`config.mk`:
```
export PLATFORM = sky130hd
export DESIGN_NAME = mrmac_port
export DESIGN_NICKNAME = d
export VERILOG_FILES = /design/src/shared/mrmac_pkg.sv /design/src/logic/mrmac_port.sv /design/src/logic/mrmac_sync.sv
export SDC_FILE = /design/constraint.sdc
export NUM_CORES = 1
export LEC_CHECK = 0
export BUFFER_PORTS_ARGS = -buffer_cell sky130_fd_sc_hd__buf_2
export CAP_MARGIN = 15
export CORE_ASPECT_RATIO = 2
export CORE_MARGIN = 2
export CORE_UTILIZATION = 33
export DETAILED_ROUTE_END_ITERATION = 8
export GPL_TIMING_DRIVEN = 0
export HOLD_SLACK_MARGIN = 0.03
export PLACE_DENSITY = 0.57
export SYNTH_ARGS = -nofsm -noshare
export SYNTH_HDL_FRONTEND = slang
export SYNTH_HIERARCHICAL = 1
export SYNTH_SLANG_ARGS = --single-unit
export TNS_END_PERCENT = 10
```
`constraint.sdc`:
```
create_clock -name clock_i -period 2.7 [get_ports clock_i]
set_input_delay 0.135 -clock clock_i [delete_from_list [all_inputs] [get_ports clock_i]]
set_output_delay 0.135 -clock clock_i [all_outputs]
set_load 0.02 [all_outputs]
```
`src/shared/mrmac_pkg.sv`:
```
// Operation
// - mii: transmit enable rises with first preamble nibble, falls between frames
// - mii: enable and nibble change on rising tx clock, bit 0 lsb
// - rmii: dibit presented per ref clock edge, valid only while enable high
// - mii receive clock is 25 MHz at 100 Mbps, 2.5 MHz at 10 Mbps
// - receive clock is input in dte, output derived from ref clock in dce
// - mii: sample nibble, data valid and error on each rising receive clock
// - mii: discard receive nibble whenever data valid is low
// - rmii 100 Mbps: take dibit per ref period while carrier/valid high
// - rmii 10 Mbps: sample receive dibit once every ten ref periods
// - rmii: all link signals timed by one ref clock up to 50 MHz
// - tx clock 25/2.5 MHz; input in dte, output from ref clock in dce
package mrmac_pkg;

  // -----------------------------------------------------------------
  // link and counter widths
  // -----------------------------------------------------------------
  localparam int unsigned MII_W     = 4;
  localparam int unsigned RMII_W    = 2;
  localparam int unsigned CNT_W     = 4;

  // -----------------------------------------------------------------
  // clock division counts (ref clock edges per generated half period)
  // -----------------------------------------------------------------
  localparam logic [CNT_W-1:0] DIV_FAST  = 4'h1;
  localparam logic [CNT_W-1:0] DIV_SLOW  = 4'hA;
  // ref periods per rmii sample at 10 Mbps
  localparam logic [CNT_W-1:0] RMII_SLOW = 4'hA;

  // -----------------------------------------------------------------
  // synchroniser bit positions for the clock pins
  // -----------------------------------------------------------------
  localparam int unsigned CK_REF = 0;
  localparam int unsigned CK_TX  = 1;
  localparam int unsigned CK_RX  = 2;
  localparam int unsigned CK_N   = 3;
  // receive pin group: rxd[3:0], rx_dv, crs_dv, rx_err
  localparam int unsigned RP_DV  = 4;
  localparam int unsigned RP_CRS = 5;
  localparam int unsigned RP_ERR = 6;
  localparam int unsigned RP_N   = 7;

endpackage : mrmac_pkg

```
`src/logic/mrmac_port.sv`:
```
`timescale 1ns/1ps
`default_nettype none
module mrmac_port
  import mrmac_pkg::*;
#(
  parameter logic [CNT_W-1:0] DIV_100 = DIV_FAST,
  parameter logic [CNT_W-1:0] DIV_10  = DIV_SLOW
) (
  // clock and reset
  input  wire logic             clock_i,
  input  wire logic             nrst_i,
  // static configuration
  input  wire logic             rmii_mode_i,
  input  wire logic             dce_mode_i,
  input  wire logic             speed100_i,
  // user transmit nibbles, preamble included
  input  wire logic [MII_W-1:0] tx_data_i,
  input  wire logic             tx_valid_i,
  output logic                  tx_ready_o,
  // user receive nibbles
  output logic      [MII_W-1:0] rx_data_o,
  output logic                  rx_valid_o,
  output logic                  rx_error_o,
  // link clocks
  input  wire logic             ref_clk_i,
  input  wire logic             tx_clk_i,
  output logic                  tx_clk_o,
  output logic                  tx_clk_oe_o,
  input  wire logic             rx_clk_i,
  output logic                  rx_clk_o,
  output logic                  rx_clk_oe_o,
  // link transmit
  output logic      [MII_W-1:0] txd_o,
  output logic                  tx_en_o,
  // link receive
  input  wire logic [MII_W-1:0] rxd_i,
  input  wire logic             rx_dv_i,
  input  wire logic             crs_dv_i,
  input  wire logic             rx_err_i
);

  // -----------------------------------------------------------------
  // pin synchronisers
  // -----------------------------------------------------------------
  // pins are oversampled at 200 MHz; the ~15 ns sync latency leaves
  // a 50 MHz ref clock little margin, the trade for one clock domain
  logic [CK_N-1:0] ck_q;
  logic [CK_N-1:0] ck_rise;
  logic [RP_N-1:0] rp_q;

  mrmac_sync #(.W(CK_N)) u_ck_sync (
    .clock_i (clock_i),
    .nrst_i  (nrst_i),
    .d_i     ({rx_clk_i, tx_clk_i, ref_clk_i}),
    .q_o     (ck_q),
    .rise_o  (ck_rise)
  );

  mrmac_sync #(.W(RP_N)) u_rp_sync (
    .clock_i (clock_i),
    .nrst_i  (nrst_i),
    .d_i     ({rx_err_i, crs_dv_i, rx_dv_i, rxd_i}),
    .q_o     (rp_q),
    .rise_o  ()
  );

  // -----------------------------------------------------------------
  // dce clock generation from ref clock
  // -----------------------------------------------------------------
  logic [CNT_W-1:0] gen_cnt_reg;
  logic [CNT_W-1:0] gen_cnt_next;
  logic             gen_clk_reg;
  logic             gen_clk_next;
  logic             oe_reg;
  logic [CNT_W-1:0] gen_div;
  logic             gen_wrap;
  logic             gen_rise;

  assign gen_div      = speed100_i ? DIV_100 : DIV_10;
  assign gen_wrap     = ck_rise[CK_REF] && (gen_cnt_reg >= gen_div - 4'h1);
  assign gen_rise     = gen_wrap && !gen_clk_reg;
  assign gen_cnt_next = !ck_rise[CK_REF] ? gen_cnt_reg :
                        gen_wrap ? '0 : gen_cnt_reg + 4'h1;
  assign gen_clk_next = gen_wrap ? !gen_clk_reg : gen_clk_reg;

  always_ff @(posedge clock_i or negedge nrst_i)
  begin
    if (!nrst_i)
    begin
      gen_cnt_reg <= '0;
      gen_clk_reg <= 1'b0;
      oe_reg      <= 1'b0;
    end
    else
    begin
      gen_cnt_reg <= gen_cnt_next;
      gen_clk_reg <= gen_clk_next;
      // drive clocks only in dce mii
      oe_reg      <= dce_mode_i && !rmii_mode_i;
    end
  end

  assign tx_clk_o    = gen_clk_reg;
  assign tx_clk_oe_o = oe_reg;
  assign rx_clk_o    = gen_clk_reg;
  assign rx_clk_oe_o = oe_reg;

  // -----------------------------------------------------------------
  // link ticks
  // -----------------------------------------------------------------
  logic [CNT_W-1:0] rm_cnt_reg;
  logic [CNT_W-1:0] rm_cnt_next;
  logic             rm_slot;
  logic             rm_tick;
  logic             mii_tx_tick;
  logic             mii_rx_tick;
  logic             tx_tick;
  logic             rx_tick;

  // one sample per ten ref periods at 10 Mbps, every ref period at 100 Mbps
  assign rm_slot     = speed100_i || (rm_cnt_reg == '0);
  assign rm_cnt_next = !ck_rise[CK_REF] ? rm_cnt_reg :
                       (rm_cnt_reg >= RMII_SLOW - 4'h1) ? '0 :
                       rm_cnt_reg + 4'h1;
  // rmii timed by ref clock alone
  assign rm_tick     = ck_rise[CK_REF] && rm_slot;
  assign mii_tx_tick = dce_mode_i ? gen_rise : ck_rise[CK_TX];
  assign mii_rx_tick = dce_mode_i ? gen_rise : ck_rise[CK_RX];
  assign tx_tick     = rmii_mode_i ? rm_tick : mii_tx_tick;
  assign rx_tick     = rmii_mode_i ? rm_tick : mii_rx_tick;

  always_ff @(posedge clock_i or negedge nrst_i)
  begin
    if (!nrst_i)
      rm_cnt_reg <= '0;
    else
      rm_cnt_reg <= rm_cnt_next;
  end

  // -----------------------------------------------------------------
  // transmit
  // -----------------------------------------------------------------
  logic [MII_W-1:0] txd_reg;
  logic [MII_W-1:0] txd_next;
  logic             tx_en_reg;
  logic             tx_en_next;
  logic             tx_half_reg;
  logic             tx_half_next;
  logic [1:0]       tx_hi_reg;
  logic [1:0]       tx_hi_next;
  logic             tx_take;
  logic             tx_hold;

  // second dibit of an rmii nibble still owed
  assign tx_hold      = rmii_mode_i && tx_half_reg;
  assign tx_take      = tx_tick && !tx_hold && tx_valid_i;
  // no gap while nibbles keep coming
  assign tx_en_next   = !tx_tick ? tx_en_reg : (tx_hold || tx_valid_i);
  // bit 0 lsb, idle data zero
  assign txd_next     = !tx_tick ? txd_reg :
                        tx_hold ? {2'h0, tx_hi_reg} :
                        !tx_valid_i ? '0 :
                        rmii_mode_i ? {2'h0, tx_data_i[1:0]} : tx_data_i;
  assign tx_half_next = !tx_tick ? tx_half_reg : (tx_take && rmii_mode_i);
  assign tx_hi_next   = tx_take ? tx_data_i[3:2] : tx_hi_reg;

  always_ff @(posedge clock_i or negedge nrst_i)
  begin
    if (!nrst_i)
    begin
      txd_reg     <= '0;
      tx_en_reg   <= 1'b0;
      tx_half_reg <= 1'b0;
      tx_hi_reg   <= '0;
      tx_ready_o  <= 1'b0;
    end
    else
    begin
      txd_reg     <= txd_next;
      tx_en_reg   <= tx_en_next;
      tx_half_reg <= tx_half_next;
      tx_hi_reg   <= tx_hi_next;
      tx_ready_o  <= tx_take;
    end
  end

  assign txd_o   = txd_reg;
  assign tx_en_o = tx_en_reg;

  // -----------------------------------------------------------------
  // receive
  // -----------------------------------------------------------------
  logic             rx_dv;
  logic             rx_low_reg;
  logic             rx_low_next;
  logic [1:0]       rx_lo_reg;
  logic [1:0]       rx_lo_next;
  logic             rx_out;
  logic [MII_W-1:0] rx_word;

  assign rx_dv       = rmii_mode_i ? rp_q[RP_CRS] : rp_q[RP_DV];
  // rx error only seen, not checked
  assign rx_out      = rx_tick && rx_dv && (!rmii_mode_i || rx_low_reg);
  assign rx_word     = rmii_mode_i ? {rp_q[1:0], rx_lo_reg} : rp_q[3:0];
  // an odd dibit at frame end is dropped
  assign rx_low_next = !rx_tick ? rx_low_reg :
                       (rx_dv && rmii_mode_i && !rx_low_reg);
  assign rx_lo_next  = (rx_tick && rx_dv && !rx_low_reg) ? rp_q[1:0]
                                                         : rx_lo_reg;

  always_ff @(posedge clock_i or negedge nrst_i)
  begin
    if (!nrst_i)
    begin
      rx_low_reg <= 1'b0;
      rx_lo_reg  <= '0;
      rx_data_o  <= '0;
      rx_valid_o <= 1'b0;
      rx_error_o <= 1'b0;
    end
    else
    begin
      rx_low_reg <= rx_low_next;
      rx_lo_reg  <= rx_lo_next;
      rx_valid_o <= rx_out;
      if (rx_out)
      begin
        rx_data_o  <= rx_word;
        rx_error_o <= rp_q[RP_ERR];
      end
    end
  end

endmodule : mrmac_port
`default_nettype wire

```
`src/logic/mrmac_sync.sv`:
```
`timescale 1ns/1ps
`default_nettype none
module mrmac_sync #(
  parameter int unsigned W = 1
) (
  // clock and reset
  input  wire logic         clock_i,
  input  wire logic         nrst_i,
  // pins
  input  wire logic [W-1:0] d_i,
  // synchronised level and rising edge
  output logic      [W-1:0] q_o,
  output logic      [W-1:0] rise_o
);

  logic [W-1:0] meta_reg;
  logic [W-1:0] sync_reg;
  logic [W-1:0] prev_reg;

  always_ff @(posedge clock_i or negedge nrst_i)
  begin
    if (!nrst_i)
    begin
      meta_reg <= '0;
      sync_reg <= '0;
      prev_reg <= '0;
    end
    else
    begin
      meta_reg <= d_i;
      sync_reg <= meta_reg;
      prev_reg <= sync_reg;
    end
  end

  // edge taken on the second stage only, never on meta_reg
  assign q_o    = sync_reg;
  assign rise_o = sync_reg & ~prev_reg;

endmodule : mrmac_sync
`default_nettype wire

```
==> key figures, run 1 <==
Global route
  • Gr ovfl total: 0
  • GR peak layer: met2
  • First-pass GRT wire length: 6270 um
  • Met1 Usage GRT: 0.124
  • GRT met2 Usage: 0.204
  • All-Layer GR Usage: 0.120
  • Largest net degree at the start of global routing: 52
  • Initial antenna violation count: 0
  • Vias in the first global route: 1390
  • Met3 GRT Util: 0.0276

Routing
  • Avg WL per Cell: 12.1 um
  • Detail Route Antenna Nets: 0
  • Total Routed Length: 3710 um
  • Vias per cell: 4.54
  • First-pass iteration count of the detailed router: 4
  • DR vias: 1388
  • 1st-iter DRT viols: 40
  • DRC: 0

CTS
  • Clock sink total: 51
  • CTS tree: done
  • Post-CTS Setup Inserts: 0
  • CTS buffer count: 5
  • Worst-skew pair later-pin latency: 0.29 ns
  • Clock Path Buffers: 2
  • Root Driver: clkbuf_16
  • CTS clock-pin slew for the worst setup and hold paths: 0.07 ns
  • Hold_buf cts: 10
  • # resized after CTS: 0
  • # H-tree levels: 2

Final layout
  • Share of cells above drive strength 1: 0.309
  • # diodes: 0
  • Net count, final: 245
  • Area growth, synth to finish: 27.4%
  • Finished Layout Cells: 306

Timing
  • Hold Vio Cnt, Final: 0
  • Fmax: 0.404 GHz
  • Setup TNS: 0 ns
  • Setup Skew: 0.00450 ns
  • Actual slew at the worst max-slew pin: 0.582 ns
  • Max Slew Vio Count: 0
  • Finish-stage setup viols: 0
  • RSZ-0062 raised after global routing: no
  • Max-slew headroom: 0.608
  • Min Tclk post-route: 2.47 ns
  • Tcrit/Tclk final: 0.916

Power
  • Pwr/cell area: 847 mW/mm^2
  • Max IR drop VDD: 0.000357 V
  • Leak: 0.00125 uW

Hold path
  • Worst Hold Endpoint: tx_hi_reg[0]
  • Hold Crit Class: primary input to flip-flop
  • Beginning of the worst hold path: tx_data_i[2]
  • Worst Hold Depth: 2

Setup path
  • Beginning of the critical path: gen_cnt_reg[0]
  • CP startpoint kind: flip-flop
  • R2R Setup Slk: 0.23 ns
  • Max FO, Critical Path: 9
  • CP arrival: 2.65 ns
  • R2R depth: 7
  • FF-to-FF Start: gen_cnt_reg[0]
  • Crit Path Category: flip-flop to flip-flop
  • Critical path endpoint category: flip-flop
  • Required @ worst endpoint: 2.88 ns
  • Reg2reg end: rx_data_o[0]

Synthesis
  • Synthesized netlist cell count: 165
  • Yosys warnings: 6
  • Mean Syn Cell Area: 12.9 sq um
  • Syn_nets: 191
  • Syn Std Cell Area: 0.00212 sq mm

Placed design
  • Port Buffers: 35
  • GP Congestion: 0.754
  • Placed cell count: 286
  • Final HPWL DP: 2690 um

Floorplanning
  • DIE AREA: 0.00712 sq mm
  • Chip Height: 117 um
  • Die width: 60.7 um
  • Core footprint: 0.00626 sq mm
  • Starting Density: 0.339
  • Row cnt: 41
  • # IOs: 36

Status
  • Status: finished, final reports clean

Flow run
  • Max-cap viol count: 0
area by class of cell:
type | instances | area (sq um)
Fill cell | 616 | 3560
Sequential cell | 51 | 1280
Multi-Input combinational cell | 98 | 776
Timing Repair Buffer | 47 | 305
Clock buffer | 6 | 129
Tap cell | 86 | 108
Inverter | 11 | 41.3
Clock inverter | 2 | 38.8
Buffer | 5 | 27.5
critical path, cell delays in order (launching register included):
cell and delay, ns:
dfrtp_1 0.40, inv_1 0.10, ha_1 0.23, or4b_4 0.55, a21oi_4 0.31, nor2_4 0.10
a31oi_4 0.31, mux2_2 0.37
cell usage in the layout (no fill, tap or decap), types with 2 or more instances in the layout:
master / n
nor2b_1: 4
nand2_1: 8
or3_1: 2
buf_2: 36
mux2i_1: 2
clkbuf_16: 5
nand2b_1: 2
o21ai_0: 12
mux2_2: 13
nand3_1: 13
clkbuf_1: 3
buf_4: 2
mux2_1: 2
a21oi_1: 3
ha_1: 6
nor3_1: 2
nor3b_1: 4
dfrtp_1: 51
dlygate4sd3_1: 11
nor2b_4: 3
inv_1: 11
a311o_1: 2
and3_1: 2
o2bb2ai_1: 2
metal layers:
metal | vias to the layer above | part of all wire
li1 | 688 | -
met1 | 670 | 0.38
met2 | 24 | 0.56
met3 | 6 | 0.031
met4 | 0 | 0.024
met5 | - | 0
per-stage QoR:
stage / total power, uW / setup slack, ns / hold slack, ns / area, sq um / util
after global routing: 2420 / 0.108 / 0.103 / 2700 / 0.432
after floorplan: 1400 / 0.426 / -0.161 / 2120 / -
after detailed placement: 1580 / 0.210 / 0.244 / 2400 / 0.384
after CTS: 2310 / 0.208 / 0.0965 / 2670 / 0.427
after global placement: 1560 / 0.220 / 0.244 / 2400 / 0.384
final: 2290 / 0.227 / 0.107 / 2700 / 0.432
power by group:
part	switching (uW)	total, uW	internal (uW)
Clock	278	719	441
Combinational	292	544	252
Sequential	108	1030	917
Total	678	2290	1610
worst max-delay path by stage:
stage	end	slack [ns]
after global routing	rx_lo_reg[0]	0.11
after global placement	rx_data_o[0]	0.22
final	rx_data_o[0]	0.23
after detailed placement	rx_data_o[0]	0.21
after CTS	rx_data_o[0]	0.21
after floorplan	rx_lo_reg[0]	0.43
(Power assumes the default switching activity.)
==> run 2, diff against run 1 <==
Settings changed: CORE_ASPECT_RATIO 2 to not set.
==> run 2 against run 1 <==
Compared with the run above:
- sequential power about the same
- register-to-register slack is essentially flat
- flip-flop and latch count is the same
- total power shrank 12%
- worst hold slack got worse by 0.014 ns
- clock power down 40%
- sequential share of layout area is 1.6 points higher
- clock skew up 0.0026 ns
- critical path type unchanged
==> key figures, run 2 (synthesized netlist as in run 1, its figures left out) <==
Status
  • Status: finished, final reports clean

Floorplanning
  • Core footprint: 0.00628 sq mm (+0.30%)
  • # IOs: 36 (unchanged)
  • Chip Height: 84.2 um (-28%)
  • DIE AREA: 0.00708 sq mm (-0.55%)
  • Row cnt: 29 (-29%)
  • Starting Density: 0.338 (-0.00101)
  • Die width: 84.2 um (+39%)

CTS
  • Worst-skew pair later-pin latency: 0.30 ns (about the same)
  • CTS buffer count: 5 (unchanged)
  • CTS tree: done
  • Post-CTS Setup Inserts: 0 (unchanged)
  • # resized after CTS: 0 (unchanged)
  • CTS clock-pin slew for the worst setup and hold paths: 0.09 ns (+0.02 ns)
  • Root Driver: clkbuf_8
  • Clock sink total: 51 (unchanged)
  • Clock Path Buffers: 2 (unchanged)
  • # H-tree levels: 2 (unchanged)

Final layout
  • Final Util: 0.416 (-0.0154)
  • Finished Layout Cells: 297 (-2.9%)
  • Final Instance Area: 0.00261 sq mm (-3.3%)
  • # diodes: 0 (unchanged)
  • Net count, final: 245 (unchanged)
  • Most common cell after layout, fill and taps aside: dfrtp_1
  • Share of cells above drive strength 1: 0.309 (unchanged)
  • Area growth, synth to finish: 23.2%
  • Most frequent cells in the layout: dfrtp_1, buf_2, nand3_1, mux2_2, o21ai_0
  • Fillers: 618 (+0.32%)

Setup path
  • Crit path largest cell delay: 0.55 ns (about the same)
  • Required @ worst endpoint: 2.89 ns (about the same)
  • CP startpoint kind: flip-flop
  • Max FO, Critical Path: 9 (unchanged)
  • Critical path endpoint category: flip-flop
  • CP cell instances: inv_1, ha_1, or4b_4, a21oi_4, nor2_4, a31oi_4, mux2_2
  • CP arrival: 2.67 ns (+0.02 ns)
  • Crit Path Category: flip-flop to flip-flop
  • R2R depth: 7 (unchanged)
  • Worst path slowest cell: or4b_4

Global route
  • Largest net degree at the start of global routing: 52 (unchanged)
  • Gr ovfl total: 0 (unchanged)
  • Initial antenna violation count: 0 (unchanged)
  • First-pass GRT wire length: 6130 um (-2.3%)
  • Vias in the first global route: 1288 (-7.3%)
  • All-Layer GR Usage: 0.108 (-0.0113)

Power
  • Max IR drop VDD: 0.000437 V (+23%)
  • Pwr/cell area: 767 mW/mm^2 (-9.4%)
  • Leak: 0.00121 uW (-2.9%)

Routing
  • 1st-iter DRT viols: 96 (+140%)
  • Vias per cell: 4.66 (+2.7%)
  • Detail Route Antenna Nets: 0 (unchanged)
  • First-pass iteration count of the detailed router: 4 (unchanged)
  • DR vias: 1384 (-0.29%)
  • Total Routed Length: 3600 um (-3.0%)
  • DRC: 0 (unchanged)
  • Avg WL per Cell: 12.1 um (about the same)

Timing
  • Tcrit/Tclk final: 0.921 (+0.00492)
  • RSZ-0062 raised after global routing: no
  • Fmax: 0.402 GHz (-0.53%)
  • Max-slew headroom: 0.589 (-0.0189)
  • Actual slew at the worst max-slew pin: 0.610 ns (+0.0281 ns)
  • Finish-stage setup viols: 0 (unchanged)
  • Min Tclk post-route: 2.49 ns (+0.0133 ns)
  • Setup TNS: 0 ns (unchanged)
  • Setup Skew: 0.00711 ns (+0.00261 ns)
  • Hold Vio Cnt, Final: 0 (unchanged)
  • Max Slew Vio Count: 0 (unchanged)

Placed design
  • Port Buffers: 35 (unchanged)
  • Placed cell count: 277 (-3.1%)
  • Final HPWL DP: 2500 um (-7.1%)
  • Placed cell area: 0.00239 sq mm (-0.47%)
  • GP Congestion: 0.767 (+1.7%)

Hold path
  • Worst Hold Depth: 2 (unchanged)
  • Hold Crit Class: primary input to flip-flop

Flow run
  • Max-cap viol count: 0 (unchanged)
## run 2: critical path: cells and delay by family, from the launching register on
| kind | cells | cell delay (ns) |
|---|---|---|
| AOI/OAI and AO/OA | 2 | 0.62 |
| adders and majority gates | 1 | 0.28 |
| buffers and inverters | 1 | 0.08 |
| DFF | 1 | 0.39 |
| muxes | 1 | 0.37 |
| and+or+nand+nor | 2 | 0.65 |
## run 2: timing repair
action	CTS	global route
hold buffers	10	1
endpoints found under the hold margin	10	23
setup endpoints to repair	0	0
## run 2: where the power goes
group / switching (uW) / internal [uW]
combinational: 293 / 253
clock: 246 / 186
sequential: 111 / 916
total: 650 / 1360
## run 2: path summary, 6_finish.rpt
check                                 startpoint                to  slack, ns
max reg2reg                       gen_cnt_reg[0]      rx_data_o[1]       0.21
min                                 tx_data_i[3]      tx_hi_reg[1]       0.09
min reg2reg                u_ck_sync/meta_reg[2]  u_ck_sync/q_o[2]       0.35
max in group asynchronous                 nrst_i    gen_cnt_reg[3]       1.82
min in group asynchronous                 nrst_i        rx_error_o       0.34
max                               gen_cnt_reg[0]      rx_data_o[1]       0.21
## run 2: final cells by class
class | instances | area [sq um] | share of cell area
Tap cell | 77 | 96.3 | 0.0369
Sequential cell | 51 | 1280 | 0.489
Multi-Input combinational cell | 98 | 776 | 0.297
Inverter | 11 | 41.3 | 0.0158
Timing Repair Buffer | 47 | 305 | 0.117
Buffer | 5 | 27.5 | 0.0105
Clock buffer | 6 | 72.6 | 0.0278
Clock inverter | 2 | 17.5 | 0.00670
## run 2: layer usage
| metal | up-vias | part of all wire | GRT usage |
|---|---|---|---|
| li1 | 687 | - | - |
| met2 | 25 | 0.45 | 0.158 |
| met4 | 0 | 0.010 | 0.0308 |
| met5 | - | 0 | 0 |
| met1 | 668 | 0.50 | 0.155 |
| met3 | 4 | 0.045 | 0.0354 |
## run 2: metrics by stage
step           worst slack, ns  total power (uW)  hold slack, ns
5_1_grt                 0.0957              2150          0.0859
6_report                 0.214              2000          0.0922
3_5_place_dp             0.211              1580           0.244
4_1_cts                  0.208              2020          0.0803
2_1_floorplan            0.426              1400          -0.161
3_3_place_gp             0.228              1560           0.243
